--- src/logic/css_pkg.sv ---
// Shared constants and carrier types of the clock and supply supervision block.
// Assumes a 32-bit AXI4-Lite register bus and 13-bit non-volatile option words.
`default_nettype none
package css_pkg;
  // ==========================================================================
  // Register map (byte addresses)
  localparam logic [31:0] OFF_CTRL = 32'h0000_0000;
  localparam logic [31:0] OFF_PORT8 = 32'h0000_0004;
  localparam logic [31:0] OFF_WAKE = 32'h0000_0008;
  localparam logic [31:0] OFF_MASK = 32'h0000_000c;
  localparam logic [31:0] OFF_IRQSTAT = 32'h0000_0010;
  localparam logic [31:0] OFF_CFG = 32'h0000_0014;
  // ==========================================================================
  // Field positions
  localparam int unsigned CTRL_EN_BIT = 2;
  localparam int unsigned PORT8_EN_BIT = 7;
  localparam int unsigned PORT8_OKN_BIT = 6;
  localparam int unsigned WAKE_FLAG_BIT = 6;
  localparam int unsigned WAKE_WE_BIT = 5;
  localparam int unsigned MASK_IE_BIT = 6;
  localparam int unsigned W0_LVR_LSB = 9;
  localparam int unsigned W0_OSC_LSB = 4;
  localparam int unsigned W1_RCM_LSB = 0;
  // ==========================================================================
  // Reset values and write masks
  localparam logic [7:0] CTRL_RST = 8'h03;
  localparam logic [7:0] WAKE_RST = 8'h00;
  localparam logic [7:0] MASK_RST = 8'h00;
  localparam logic [7:0] WAKE_RW_MASK = 8'h38;
  localparam logic [7:0] MASK_RW_MASK = 8'hfc;
  localparam logic [2:0] OSC_DEFAULT = 3'h7;
  localparam logic [1:0] RCM_DEFAULT = 2'h3;
  localparam logic [1:0] LVR_DEFAULT = 2'h3;
  localparam logic [1:0] OPT_SETTLE = 2'h2;
  // ==========================================================================
  // Bus answers
  localparam logic [1:0] RESP_OKAY = 2'h0;
  localparam logic [1:0] RESP_DECERR = 2'h3;
  // ==========================================================================
  // Types
  typedef enum logic [3:0] {
    CSS_ERC = 4'h1,
    CSS_IRC = 4'h2,
    CSS_LXT = 4'h4,
    CSS_HXT = 4'h8
  } css_osc_mode_t;
  typedef struct packed {
    css_osc_mode_t mode;
    logic clkOnPinA;
    logic pinAGpio;
    logic pinBGpio;
  } css_clk_cfg_t;
  typedef struct packed {
    logic enable;
    logic [12:0] levelMv;
  } css_brownout_t;
  typedef struct packed {
    logic [12:0] word0;
    logic [12:0] word1;
  } css_options_t;
  typedef struct packed {
    logic [31:0] addr;
    logic [2:0] prot;
  } css_ax_t;
  typedef struct packed {
    logic [31:0] data;
    logic [3:0] strb;
  } css_w_t;
  typedef struct packed {
    logic [31:0] data;
    logic [1:0] resp;
  } css_r_t;
endpackage
`default_nettype wire

--- src/logic/css_top.sv ---
// Clock option decode, brownout level decode and low supply detector with its
// AXI4-Lite register slave. Option words come from non-volatile storage outside
// this clock domain; the supply comparator output is an asynchronous level.
//
// The implementer's own choices: the AXI4-Lite slave port and the register addresses.
`default_nettype none
// Summary of operation
// - Codes 000/001: external RC, pin gpio/clock
// - Codes 010/011: internal RC, pin gpio/clock
// - 110 slow crystal; 111 fast crystal default
// - Internal RC frees second oscillator pin
// - Crystal modes: both oscillator pins dedicated
// - Internal RC default 4MHz, alternatives selectable
// - RC select 11/10/01/00: 4M/8M/1M/455k
// - Word0 bits 10:9 pick brownout level
// - Detector levels 2.2/3.3/4.0/4.5 volts
// - Detector disabled: no threshold, flag zero
// - Threshold crossing while enabled sets flag
// - Read-only status low while supply low and detector enabled
// - Flag bit 6: software clears, never sets
// - Wake register flag read returns flag AND mask; status register read returns raw flag
// - Flag cleared by software or reset
// - Reset: control 0x03, wake register zero
// - Wake register bit 5 enables wake-up
// - Mask register bit 6 enables interrupt
module css_top
  import css_pkg::*;
(
  // Clock and reset
  input wire logic core_clk,
  input wire logic rst_n,
  // AXI4-Lite slave
  input wire logic s_axi_awvalid,
  output logic s_axi_awready,
  input wire css_pkg::css_ax_t s_axi_aw,
  input wire logic s_axi_wvalid,
  output logic s_axi_wready,
  input wire css_pkg::css_w_t s_axi_w,
  output logic s_axi_bvalid,
  input wire logic s_axi_bready,
  output logic [1:0] s_axi_bresp,
  input wire logic s_axi_arvalid,
  output logic s_axi_arready,
  input wire css_pkg::css_ax_t s_axi_ar,
  output logic s_axi_rvalid,
  input wire logic s_axi_rready,
  output css_pkg::css_r_t s_axi_r,
  // Non-volatile options and analog comparator
  input wire css_pkg::css_options_t optionWords,
  input wire logic supplyBelowLevel,
  // Configuration outputs
  output logic cfgReady,
  output css_pkg::css_clk_cfg_t clockCfg,
  output logic [13:0] rcFreqKhz,
  output css_pkg::css_brownout_t brownoutCfg,
  // Detector outputs
  output logic detectorOn,
  output logic [12:0] detectLevelMv,
  output logic supplyOkStatus_n,
  output logic wakeRequest,
  output logic irq
);
  import css_pkg::*;

  // ==========================================================================
  // Decode functions
  function automatic css_clk_cfg_t decodeClock(input logic [2:0] osc);
    css_clk_cfg_t c;
    c = '{mode: CSS_HXT, clkOnPinA: 1'b0, pinAGpio: 1'b0, pinBGpio: 1'b0};
    unique case (osc)
      3'h0: c = '{mode: CSS_ERC, clkOnPinA: 1'b0, pinAGpio: 1'b1, pinBGpio: 1'b0};
      3'h1: c = '{mode: CSS_ERC, clkOnPinA: 1'b1, pinAGpio: 1'b0, pinBGpio: 1'b0};
      3'h2: c = '{mode: CSS_IRC, clkOnPinA: 1'b0, pinAGpio: 1'b1, pinBGpio: 1'b1};
      3'h3: c = '{mode: CSS_IRC, clkOnPinA: 1'b1, pinAGpio: 1'b0, pinBGpio: 1'b1};
      3'h6: c.mode = CSS_LXT;
      // Unlisted codes fall back to the unprogrammed fast crystal setting
      default: c.mode = CSS_HXT;
    endcase
    return c;
  endfunction

  function automatic logic [13:0] decodeRcFreq(input logic [1:0] rcm);
    logic [13:0] f;
    f = 14'h0fa0;
    unique case (rcm)
      2'h3: f = 14'h0fa0; // 4000 kHz
      2'h2: f = 14'h1f40; // 8000 kHz
      2'h1: f = 14'h03e8; // 1000 kHz
      2'h0: f = 14'h01c7; // 455 kHz
    endcase
    return f;
  endfunction

  function automatic css_brownout_t decodeBrownout(input logic [1:0] lvr);
    css_brownout_t b;
    b = '{enable: 1'b0, levelMv: 13'h0000};
    unique case (lvr)
      2'h3: b = '{enable: 1'b0, levelMv: 13'h0000};
      2'h2: b = '{enable: 1'b1, levelMv: 13'h09c4}; // 2500 mV
      2'h1: b = '{enable: 1'b1, levelMv: 13'h0bb8}; // 3000 mV
      2'h0: b = '{enable: 1'b1, levelMv: 13'h0fa0}; // 4000 mV
    endcase
    return b;
  endfunction

  function automatic logic [12:0] decodeDetect(input logic [7:0] ctrl);
    logic [12:0] v;
    v = 13'h0000;
    if (ctrl[CTRL_EN_BIT]) begin
      unique case (ctrl[1:0])
        2'h3: v = 13'h0898; // 2200 mV
        2'h2: v = 13'h0ce4; // 3300 mV
        2'h1: v = 13'h0fa0; // 4000 mV
        2'h0: v = 13'h1194; // 4500 mV
      endcase
    end
    return v;
  endfunction

  function automatic logic isReg(input logic [31:0] addr, input logic [31:0] off);
    return addr[31:2] == off[31:2];
  endfunction

  // ==========================================================================
  // Reset synchroniser: asserts at once, releases after two edges
  logic rstMeta_n;
  logic rstSync_n;
  always_ff @(posedge core_clk or negedge rst_n) begin
    if (!rst_n) begin
      rstMeta_n <= 1'b0;
      rstSync_n <= 1'b0;
    end else begin
      rstMeta_n <= 1'b1;
      rstSync_n <= rstMeta_n;
    end
  end

  // ==========================================================================
  // State
  typedef struct packed {
    css_options_t optMeta;
    css_options_t optSync;
    logic belowMeta;
    logic belowSync;
    logic belowPrev;
    logic [1:0] capCnt;
    logic cfgValid;
    css_clk_cfg_t clk;
    logic [13:0] rcFreq;
    css_brownout_t bor;
    logic [7:0] ctrl;
    logic [7:0] wake;
    logic flag;
    logic [7:0] mask;
    logic [12:0] detLevel;
    logic awHeld;
    logic [31:0] awAddr;
    logic wHeld;
    css_w_t wBeat;
    logic bValid;
    logic [1:0] bResp;
    logic rValid;
    css_r_t rBeat;
  } css_state_t;

  localparam css_state_t STATE_RST = '{
    optMeta: '0, optSync: '0, belowMeta: 1'b0, belowSync: 1'b0, belowPrev: 1'b0,
    capCnt: 2'h0, cfgValid: 1'b0,
    clk: '{mode: CSS_HXT, clkOnPinA: 1'b0, pinAGpio: 1'b0, pinBGpio: 1'b0},
    rcFreq: 14'h0fa0, bor: '{enable: 1'b0, levelMv: 13'h0000},
    ctrl: CTRL_RST, wake: WAKE_RST, flag: 1'b0, mask: MASK_RST, detLevel: 13'h0000,
    awHeld: 1'b0, awAddr: '0, wHeld: 1'b0, wBeat: '0, bValid: 1'b0, bResp: RESP_OKAY,
    rValid: 1'b0, rBeat: '0
  };

  css_state_t st;
  css_state_t nx;
  logic crossing;
  logic wrFire;
  logic [7:0] wrByte;

  assign crossing = st.ctrl[CTRL_EN_BIT] && (st.belowSync != st.belowPrev);
  assign wrFire = st.awHeld && st.wHeld && !st.bValid;
  assign wrByte = st.wBeat.data[7:0];

  always_comb begin
    nx = st;
    // Synchronisers; first stages are read only by second stages
    nx.optMeta = optionWords;
    nx.optSync = st.optMeta;
    nx.belowMeta = supplyBelowLevel;
    nx.belowSync = st.belowMeta;
    nx.belowPrev = st.belowSync;
    // Options are captured once the synchroniser holds settled values
    if (!st.cfgValid) begin
      if (st.capCnt == OPT_SETTLE) begin
        nx.cfgValid = 1'b1;
        nx.clk = decodeClock(st.optSync.word0[W0_OSC_LSB +: 3]);
        nx.rcFreq = decodeRcFreq(st.optSync.word1[W1_RCM_LSB +: 2]);
        nx.bor = decodeBrownout(st.optSync.word0[W0_LVR_LSB +: 2]);
      end else begin
        nx.capCnt = st.capCnt + 2'h1;
      end
    end
    // Write channel: address and data taken in either order
    if (s_axi_awvalid && s_axi_awready) begin
      nx.awHeld = 1'b1;
      nx.awAddr = s_axi_aw.addr;
    end
    if (s_axi_wvalid && s_axi_wready) begin
      nx.wHeld = 1'b1;
      nx.wBeat = s_axi_w;
    end
    if (st.bValid && s_axi_bready) begin
      nx.bValid = 1'b0;
    end
    if (wrFire) begin
      nx.awHeld = 1'b0;
      nx.wHeld = 1'b0;
      nx.bValid = 1'b1;
      nx.bResp = RESP_OKAY;
      if (isReg(st.awAddr, OFF_CTRL)) begin
        if (st.wBeat.strb[0]) begin
          nx.ctrl = wrByte;
        end
      end else if (isReg(st.awAddr, OFF_PORT8)) begin
        // Enable is shared with the control register; status bit is read-only
        if (st.wBeat.strb[0]) begin
          nx.ctrl[CTRL_EN_BIT] = wrByte[PORT8_EN_BIT];
        end
      end else if (isReg(st.awAddr, OFF_WAKE)) begin
        if (st.wBeat.strb[0]) begin
          nx.wake = wrByte & WAKE_RW_MASK;
          if (!wrByte[WAKE_FLAG_BIT]) begin
            nx.flag = 1'b0;
          end
        end
      end else if (isReg(st.awAddr, OFF_MASK)) begin
        if (st.wBeat.strb[0]) begin
          nx.mask = wrByte & MASK_RW_MASK;
        end
      end else if (isReg(st.awAddr, OFF_IRQSTAT)) begin
        if (st.wBeat.strb[0] && wrByte[WAKE_FLAG_BIT]) begin
          nx.flag = 1'b0;
        end
      end else if (!isReg(st.awAddr, OFF_CFG)) begin
        nx.bResp = RESP_DECERR;
      end
    end
    // A crossing in the same cycle as a clear still leaves the flag set
    if (crossing) begin
      nx.flag = 1'b1;
    end
    if (!nx.ctrl[CTRL_EN_BIT]) begin
      nx.flag = 1'b0;
    end
    nx.detLevel = decodeDetect(nx.ctrl);
    // Read channel: one outstanding read, data registered at acceptance
    if (st.rValid && s_axi_rready) begin
      nx.rValid = 1'b0;
    end
    if (s_axi_arvalid && s_axi_arready) begin
      nx.rValid = 1'b1;
      nx.rBeat = '{data: 32'h0000_0000, resp: RESP_OKAY};
      if (isReg(s_axi_ar.addr, OFF_CTRL)) begin
        nx.rBeat.data[7:0] = st.ctrl;
      end else if (isReg(s_axi_ar.addr, OFF_PORT8)) begin
        nx.rBeat.data[PORT8_EN_BIT] = st.ctrl[CTRL_EN_BIT];
        nx.rBeat.data[PORT8_OKN_BIT] = supplyOkStatus_n;
      end else if (isReg(s_axi_ar.addr, OFF_WAKE)) begin
        nx.rBeat.data[7:0] = st.wake;
        nx.rBeat.data[WAKE_FLAG_BIT] = st.flag & st.mask[MASK_IE_BIT];
      end else if (isReg(s_axi_ar.addr, OFF_MASK)) begin
        nx.rBeat.data[7:0] = st.mask;
      end else if (isReg(s_axi_ar.addr, OFF_IRQSTAT)) begin
        nx.rBeat.data[WAKE_FLAG_BIT] = st.flag;
      end else if (isReg(s_axi_ar.addr, OFF_CFG)) begin
        nx.rBeat.data[3:0] = st.clk.mode;
        nx.rBeat.data[4] = st.clk.clkOnPinA;
        nx.rBeat.data[5] = st.clk.pinAGpio;
        nx.rBeat.data[6] = st.clk.pinBGpio;
        nx.rBeat.data[7] = st.bor.enable;
        nx.rBeat.data[8] = st.cfgValid;
      end else begin
        nx.rBeat.resp = RESP_DECERR;
      end
    end
  end

  always_ff @(posedge core_clk or negedge rstSync_n) begin
    if (!rstSync_n) begin
      st <= STATE_RST;
    end else begin
      st <= nx;
    end
  end

  // ==========================================================================
  // Outputs
  assign s_axi_awready = !st.awHeld;
  assign s_axi_wready = !st.wHeld;
  assign s_axi_bvalid = st.bValid;
  assign s_axi_bresp = st.bResp;
  assign s_axi_arready = !st.rValid;
  assign s_axi_rvalid = st.rValid;
  assign s_axi_r = st.rBeat;
  assign cfgReady = st.cfgValid;
  assign clockCfg = st.clk;
  assign rcFreqKhz = st.rcFreq;
  assign brownoutCfg = st.bor;
  assign detectorOn = st.ctrl[CTRL_EN_BIT];
  assign detectLevelMv = st.detLevel;
  assign supplyOkStatus_n = !(st.ctrl[CTRL_EN_BIT] && st.belowSync);
  assign wakeRequest = st.flag && st.wake[WAKE_WE_BIT];
  assign irq = st.flag && st.mask[MASK_IE_BIT];
endmodule
`default_nettype wire

--- config.mk ---
export PLATFORM = sky130hd
export DESIGN_NAME = css_top
export DESIGN_NICKNAME = d
export VERILOG_FILES = /design/src/logic/css_pkg.sv /design/src/logic/css_top.sv
export SDC_FILE = /design/constraint.sdc
export NUM_CORES = 1
export LEC_CHECK = 0
export ABC_AREA = 1
export ABC_CLOCK_PERIOD_IN_PS = 3600
export BUFFER_PORTS_ARGS = -buffer_cell sky130_fd_sc_hd__buf_2
export CORE_MARGIN = 10
export CORE_UTILIZATION = 44
export CTS_CLUSTER_DIAMETER = 80
export DETAILED_ROUTE_END_ITERATION = 10
export PLACE_DENSITY = 0.77
export RECOVER_POWER = 50
export SYNTH_ARGS = -nofsm -noshare
export SYNTH_HDL_FRONTEND = slang
export SYNTH_SLANG_ARGS = --single-unit
export TNS_END_PERCENT = 5
--- constraint.sdc ---
create_clock -name core_clk -period 3.6 [get_ports core_clk]
set_input_delay 0.36 -clock core_clk [delete_from_list [all_inputs] [get_ports core_clk]]
set_output_delay 0.36 -clock core_clk [all_outputs]
set_load 0.05 [all_outputs]
**Word-level counts from Yosys, hierarchy flattened**

Cells that the tools add are included.

- Add/sub/neg operators: 1
- Equal/unequal tests: 33
- Muxes and demuxes: 65
- Bitwise gates (word level): 6
- Reductions and logical operators: 35

Operators with widths:

| kind | number |
|---|---|
| $eq A30 B2 Y1 const B | 4 |
| $eq A30 B3 Y1 const B | 4 |
| $pmux W14 S4 | 2 |
| $mux W36 | 2 |
| $mux W8 | 9 |
| $mux W9 | 7 |
| $eq A30 B1 Y1 const B | 2 |
| $logic_not A30 Y1 | 2 |
| $pmux W13 S4 | 1 |
| $mux W37 | 1 |
| $mux W35 | 1 |
| $mux W17 | 2 |
| $mux W33 | 1 |
| $mux W2 | 13 |
| $mux W20 | 1 |
| $mux W1 | 19 |
| $eq A2 B2 Y1 const B | 7 |
| $mux W13 | 1 |
| $logic_and A1 B1 Y1 | 12 |
| $ne A4 B4 Y1 const B | 3 |
| $pmux W3 S4 | 1 |
| $pmux W4 S3 | 1 |
| $ne A4 B1 Y1 const B | 2 |
| $reduce_and A8 Y1 | 1 |
| other kinds (21) | 41 |

- Register bits after elaboration: 185
- Input bits: 140
- Output and inout port bits: 94
- Word-level logic and storage cells: 174

**Depth between registers and ports, before layout**

Gate-level depths: netlist (run 1).

- Word-level depth: 14
- Depth in mapped cells: 12
- Mapped depth without buffers: 12

**Worst setup path before layout (run 1)**

OpenSTA, ideal clock, no wires.

- Kind: reg2reg
- From: register st (netlist bit s_axi_bvalid)
- To: register st (netlist bit detectLevelMv[10])
- Library setup time: 0.116 ns
- Data arrival time: 1.914 ns
- Required time: 3.484 ns
- Slack: 1.571 ns
- Stages on the path, launching flop included: 9
- Path buffers: 0
- Clock period less this slack: 2.029 ns
- Cells stage by stage: dfrtp_1 nor3_4 inv_2 nor2_1 nand2_1 o21ai_1 ha_1 inv_1 nor2_2

- Word-level cells in the longest chain between the ends: 6
- Elaborated cells on any way between the ends: 9
- Those cells by class: eq/ne: 3; mux: 3; reduce/logical: 3

RTL lines:

| element | line | text |
|---|---|---|
| from (decl) | css_top.sv:176 | `css_state_t st;` |
| from (signal assigned) | css_top.sv:294 | `st <= nx;` |
| $logic_not A1 Y1 (*) | css_top.sv:183 | `assign wrFire = st.awHeld && st.wHeld && !st.bValid;` |
| $logic_and A1 B1 Y1 (*) | css_top.sv:183 |  |
| $mux W20 (*) | css_top.sv:217 | `if (wrFire) begin` |
| $eq A2 B1 Y1 (tied with other cells) | css_top.sv:110 | `unique case (ctrl[1:0])` |
| $pmux W13 S4 | css_top.sv:110 |  |
| $mux W13 (*) | css_top.sv:109 | `if (ctrl[CTRL_EN_BIT]) begin` |

Mark *: on every way between the ends. The rest lies on a longest branch, timed or not. The select of a mux whose other input is x is not followed.
A chain may end at the register's enable or synchronous reset.

**Worst setup path in the final report (run 1)**

Ends and elaborated chain as after synthesis.

==> results by group, run 1 <==
Cells and area
  – Fillers: 1278
  – Post-Route Utilization: 52.4%
  – Non-Filler Instances: 929
  – Layout Nets: 884
  – Area Overhead vs Synth: 17.1%
  – Sequential cell area: 3060 um^2
  – Ratio of cells with drive above 1 in the final layout: 31.7%
  – Multi-input logic area: 1980 um^2

CTS
  – CTS sink cnt: 122
  – CTS Buf Count: 17
  – CTS Buffer Depth: 2
  – Post-CTS setup buffers: 0
  – Clock transition at path regs: 50 ps
  – CTS tree: built
  – Clk_lat worst skew: 410 ps
  – H-tree depth: 4
  – CTS root buf: clkbuf_16
  – Post-cts sizing count: 0
  – Hold Buf Count CTS: 1

Logic synthesis
  – Synth warn: 0
  – Largest area contributor in the netlist: dfrtp_1
  – Post-Syn Area: 5880 um^2
  – EDFF count, synth: 0
  – Synth Register Bits: 122
  – Most frequently used flop master after synthesis: dfrtp_1
  – Synth top area share: 49.0%
  – Synth area leaders: dfrtp_1 49%, buf_4 11%, nand2_1 6.7%
  – FFs w/ async S/R, synth: 100%
  – Synth unique cells: 35
  – Sequential share of the synthesized area: 52.1%
  – Avg Cell Area, Syn: 9.30 um^2
  – Syn Inst Count: 632

Route
  – DRT iter0 DRCs: 201
  – DRT antenna net count: 0
  – 1st-pass router iterations: 4
  – Drt wl/cell: 13.6 um
  – Drc violations: 0
  – Via count: 4171
  – Post-Route WL: 12700 um
  – Vias/cell: 4.49

Die
  – Core Region: 13100 um^2
  – I/O pins: 234
  – Area of the die: 18400 um^2
  – Initial Utilization: 44.7%
  – Rows: 42
  – Die Span Y: 136 um
  – Die W: 136 um

Timing
  – Tmin final: 2670 ps
  – Setup ws final: 933 ps
  – Final Max Tran Viols: 51
  – Final setup vio count: 0
  – Final Hold Viols: 0
  – Actual slew at the worst max-slew pin: 1910 ps
  – Fmax achieved: 375 MHz
  – Relative slew slack: -27.4%
  – Fin crit share: 74.1%
  – Skew final: 7.15 ps
  – Sum Neg Setup Slack: 0 ps
  – RSZ-0062 raised after global routing: false

Power
  – Pwr/cell area: 663 nW/um^2
  – Leakage power: 3.51 nW
  – Total power: 4.56 mW
  – Max VDD drop: 0.000466 V

Run
  – Maximum capacitance violations: 1

Worst setup path
  – Crit. End Element: flip-flop
  – CP Launch Point: s_axi_bvalid
  – Crit Path Class: flip-flop to flip-flop
  – CP Max Fanout: 14
  – R2r startpoint: s_axi_bvalid
  – Crit path to: detectLevelMv[10]
  – CP arrival: 2950 ps
  – Length in cells of the worst reg-to-reg path: 8
  – Reg-to-reg slack, setup: 930 ps
  – Startpoint types: flip-flop
  – FF-to-FF End: detectLevelMv[10]
  – WP data required: 3880 ps

Outcome
  – Failing checks: capacitance limit, slew limit
  – Run status: complete, but fails checks

Global routing
  – Initial antenna violation count: 5
  – Vias in the first global route: 4183
  – Total global-route track usage: 14.0%
  – Pin count of the biggest net entering global routing: 51
  – First-pass GRT wire length: 20600 um
  – Grt total ovfl: 0

Placed design
  – Placed insts: 893
  – Pre-CTS setup slack: 1160 ps
  – Final GP Congestion: 0.807
  – Port bufs: 146
  – Dpl hpwl: 9740 um

Hold path
  – Hold Path Cell Cnt: 1
  – Hold/Removal Path Class: input port to flip-flop
==> flip-flops by register name, indices dropped and copies added (netlist names), 5 cells and up <==
register / count
st: 68
detectLevelMv: 10
s_axi_r: 10
nx: 9
rcFreqKhz: 8
clockCfg: 6
brownoutCfg: 5
==> synth_stat cells (9+ instances only) <==
library cell and number:
a21oi_1 29, nor3_1 9, nand3_1 18, nor2_2 14, o21ai_0 15, dfrtp_1 115, buf_4 84, nand4_1 12
nor2_1 79, nand2_1 105, mux2_2 28, inv_1 56
==> how the worst min path moves through the flow <==
| stage | from | endpoint | slack, ps |
|---|---|---|---|
| global route | optionWords[19] | nx[206] | 30 |
| floorplan | rst_n | rstMeta_n | 60 |
| global placement | rst_n | rstMeta_n | 150 |
| detailed placement | rst_n | rstSync_n | 150 |
| finish | optionWords[1] | nx[188] | 50 |
| CTS | optionWords[1] | nx[188] | 30 |
==> metrics by stage <==
stage	area (um^2)	hold slack [ps]
finish	6880	50.0
global route	6870	27.1
CTS	6910	32.8
detailed placement	6280	150
global placement	6280	147
floorplan	5990	64.4
==> final cells by class <==
class                           count  area share [%]
Sequential cell                   122            44.5
Multi-Input combinational cell    381            28.8
Timing Repair Buffer              151            11.0
Clock buffer                       21            6.84
Inverter                           64            3.49
Tap cell                          176            3.20
Clock inverter                     11            2.07
Antenna cell                        3           0.109
==> critical path: stages, from the launching register on <==
cell and delay, ps:
dfrtp_1 380, nor3_1 560, inv_2 140, nor2_1 200, nand2_1 340, o21ai_1 450, ha_1 340, inv_1 80
nor2_2 40
==> power breakdown <==
group          leakage [nW]  internal [mW]  switching, mW
combinational          1.76          0.348          0.650
clock                 0.299           1.14          0.598
sequential             1.46           1.65          0.173
total                  3.51           3.14           1.42
==> logic make-up (layout without fill, tap and decap cells) <==
family,Yosys count,count (layout),share of synthesized area [%]
xor+xnor,2,2,0.298
buf+inv,159,247,15.9
mux,28,28,5.37
other cells,2,35,0.128
fa+ha+maj,7,7,1.49
simple gates,249,249,18.9
compound gates,63,63,5.90
flops,122,122,52.1
==> layout by cell type, fill, tap and decap left out, types with 7 or more instances in the layout <==
| cell type | Yosys | layout |
|---|---|---|
| dfrtp_1 | 115 | 115 |
| o21ai_0 | 15 | 15 |
| buf_2 | 4 | 140 |
| o31ai_1 | 7 | 7 |
| nand4_1 | 12 | 12 |
| nor3_1 | 9 | 10 |
| dfstp_2 | 7 | 7 |
| mux2_2 | 28 | 28 |
| clkbuf_1 | 4 | 8 |
| inv_1 | 56 | 57 |
| nor2_2 | 14 | 14 |
| nor2_1 | 79 | 79 |
| ha_1 | 7 | 7 |
| nand2_1 | 105 | 105 |
| a21oi_1 | 29 | 29 |
| nand3_1 | 18 | 18 |
| clkbuf_16 | 0 | 17 |
| conb_1 | 2 | 32 |
==> layer usage <==
layer / wire length [um] / share of wire (%) / global-route usage (%)
met5: 21 / 0.17 / 0
met1: 5430 / 43 / 16.5
met3: 1130 / 8.9 / 6.05
met4: 221 / 1.7 / 6.58
met2: 5850 / 46 / 21.4
No activity file was read; power rests on OpenSTA's default activity.
==> run 2: changes to the inputs <==
--- a/config.mk
+++ b/config.mk
@@ -6,7 +6,7 @@
 export NUM_CORES = 1
 export LEC_CHECK = 0
 export ABC_AREA = 1
-export ABC_CLOCK_PERIOD_IN_PS = 3600
+export ABC_CLOCK_PERIOD_IN_PS = 2300
 export BUFFER_PORTS_ARGS = -buffer_cell sky130_fd_sc_hd__buf_2
 export CORE_MARGIN = 10
 export CORE_UTILIZATION = 44
==> constraint.sdc (replaced) <==
create_clock -name core_clk -period 2.3 [get_ports core_clk]
set_input_delay 0.23 -clock core_clk [delete_from_list [all_inputs] [get_ports core_clk]]
set_output_delay 0.23 -clock core_clk [all_outputs]
set_load 0.05 [all_outputs]
==> results by group, run 2 (synthesized netlist as in run 1, its figures left out) <==
Outcome
  – Run status: complete, but fails checks
  – Failing checks: capacitance limit, slew limit

Die
  – Die W: 136 um (unchanged)
  – Rows: 42 (unchanged)
  – I/O pins: 234 (unchanged)
  – Core Region: 13100 um^2 (unchanged)
  – Area of the die: 18400 um^2 (unchanged)
  – Die Span Y: 136 um (unchanged)
  – Initial Utilization: 44.7% (unchanged)

Timing
  – Skew final: 5.89 ps (-1.26 ps)
  – Relative slew slack: -3.56% (+24 points)
  – Final Hold Viols: 0 (unchanged)
  – Final Max Tran Viols: 37 (-27%)
  – Fin crit share: 90.8% (+17 points)
  – RSZ-0062 raised after global routing: true
  – Fmax achieved: 479 MHz (+28%)
  – Setup ws final: 211 ps (-722 ps)
  – Actual slew at the worst max-slew pin: 1550 ps (-358 ps)
  – Tmin final: 2090 ps (-578 ps)
  – Final setup vio count: 0 (unchanged)
  – WHS: 26.7 ps (-23.3 ps)

Hold path
  – Hold Crit Start: s_axi_rready
  – Hold Path Cell Cnt: 2 (+1)
  – Worst Hold End: s_axi_rvalid
  – Hold/Removal Path Class: input port to flip-flop

Cells and area
  – Most frequent cells in the layout: 145 x buf_2, 115 x dfrtp_1, 105 x nand2_1
  – Area Overhead vs Synth: 19.6%
  – Reg with most FFs: st
  – Layout Nets: 897 (+1.5%)
  – Non-Filler Instances: 942 (+1.4%)
  – Ratio of cells with drive above 1 in the final layout: 32.6% (+0.90 points)
  – Commonest non-fill, non-tap cell in the layout: buf_2
  – Fillers: 1246 (-2.5%)
  – Design area: 7030 um^2 (+2.1%)
  – Post-Route Utilization: 53.5% (+1.1 points)
  – Max reg flops: 68 (unchanged)

Worst setup path
  – CP Max Fanout: 6 (-8)
  – Crit Path Class: flip-flop to flip-flop
  – WP data required: 2600 ps (-1280 ps)
  – Crit. End Element: flip-flop
  – Startpoint types: flip-flop
  – FF-to-FF End: detectLevelMv[10]
  – Length in cells of the worst reg-to-reg path: 11 (+3)
  – CP arrival: 2390 ps (-560 ps)
  – Reg-to-reg slack, setup: 210 ps (-720 ps)
  – R2r startpoint: st[104]

Placed design
  – Final GP Congestion: 0.820 (+1.6%)
  – Placed insts: 897 (+0.45%)
  – Port bufs: 146 (unchanged)
  – Placed cell area: 6340 um^2 (+0.88%)
  – Pre-CTS setup slack: 157 ps (-998 ps)
  – Dpl hpwl: 9760 um (+0.21%)

Route
  – Vias/cell: 4.46 (-0.62%)
  – DRT iter0 DRCs: 238 (+18%)
  – DRT antenna net count: 0 (unchanged)
  – 1st-pass router iterations: 4 (unchanged)
  – Drc violations: 0 (unchanged)
  – Via count: 4203 (+0.77%)
  – Post-Route WL: 12800 um (+1.2%)
  – Drt wl/cell: 13.6 um (-0.20%)

CTS
  – CTS tree: built
  – CTS root buf: clkbuf_16
  – Clock transition at path regs: 50 ps (about the same)
  – H-tree depth: 4 (unchanged)
  – CTS Buffer Depth: 2 (unchanged)
  – Clk_lat worst skew: 410 ps (about the same)
  – CTS Buf Count: 17 (unchanged)
  – Post-CTS setup buffers: 0 (unchanged)
  – CTS sink cnt: 122 (unchanged)

Global routing
  – Total global-route track usage: 13.8% (-0.15 points)
  – First-pass GRT wire length: 20500 um (-0.43%)
  – Grt total ovfl: 0 (unchanged)
  – Vias in the first global route: 4286 (+2.5%)
  – Initial antenna violation count: 5 (unchanged)
  – Pin count of the biggest net entering global routing: 48 (-5.9%)

Run
  – Maximum capacitance violations: 1 (unchanged)

Power
  – Leakage power: 3.58 nW (+2.0%)
  – Max VDD drop: 0.000610 V (+31%)
  – Pwr/cell area: 1000 nW/um^2 (+51%)
## run 2: cell types whose count changed in the layout (fill, tap and decap cells not counted), sizes merged
cell,before,now
inv,64,63
clkinv,6,7
dlygate4sd3,1,10
bufinv,3,2
buf,141,152
clkinvlp,2,4
clkbuf,30,22
## run 2: metal layers
layer	share of wire, %	global-route usage [%]
met1	41	15.4
met2	48	22.6
met3	9.8	6.64
met4	1.4	4.61
met5	0.24	0
## run 2: worst max path at each step
| stage | depth (start not counted) | slack [ps] | to | start |
|---|---|---|---|---|
| global route | 11 | -1 | detectLevelMv[8] | st[104] |
| detailed placement | 10 | 160 | detectLevelMv[10] | st[104] |
| global placement | 10 | 180 | detectLevelMv[10] | st[104] |
| CTS | 10 | 150 | detectLevelMv[10] | st[104] |
| floorplan | 0 | 270 | brownoutCfg[10] | rstSync_n |
| finish | 11 | 210 | detectLevelMv[10] | st[104] |
## run 2: final cells by class
class                   count  area, um^2  area share [%]
clock inverters            12         124            1.76
multi-input cells         381        2010            28.6
well taps                 176         220            3.13
clock buffers              20         457            6.50
flip-flops and latches    122        3060            43.6
diodes                      3        7.51           0.107
inverters                  64         240            3.42
repair buffers            164         911            13.0
## run 2: report_power, final
| part | switching (mW) | internal [mW] |
|---|---|---|
| logic | 1.04 | 0.576 |
| clock network | 0.918 | 1.64 |
| registers | 0.280 | 2.59 |
## run 2: metrics by stage
stage                     total power [mW]  TNS [ps]
after CTS                             7.12         0
after detailed placement              4.52         0
final                                 7.04         0
after global placement                4.46         0
after floorplan                       4.23         0
after global routing                  7.43     -3.46
## run 2: timing repair
| item | CTS | global route |
|---|---|---|
| endpoints found under the setup margin | 0 | 6 |
| hold buffers | 10 | 0 |
| endpoints found under the hold margin | 11 | 0 |
| gates resized for setup | 0 | 2 |
## run 2: critical path, stage by stage, from the launching register on
cell,delay [ps]
dfrtp_1,370
nor2_1,120
nand2_1,70
nor2_2,250
nand2_4,130
nor2_2,170
nand2_1,180
nand2_1,160
o21ai_4,90
ha_1,330
inv_1,70
nor2_2,40
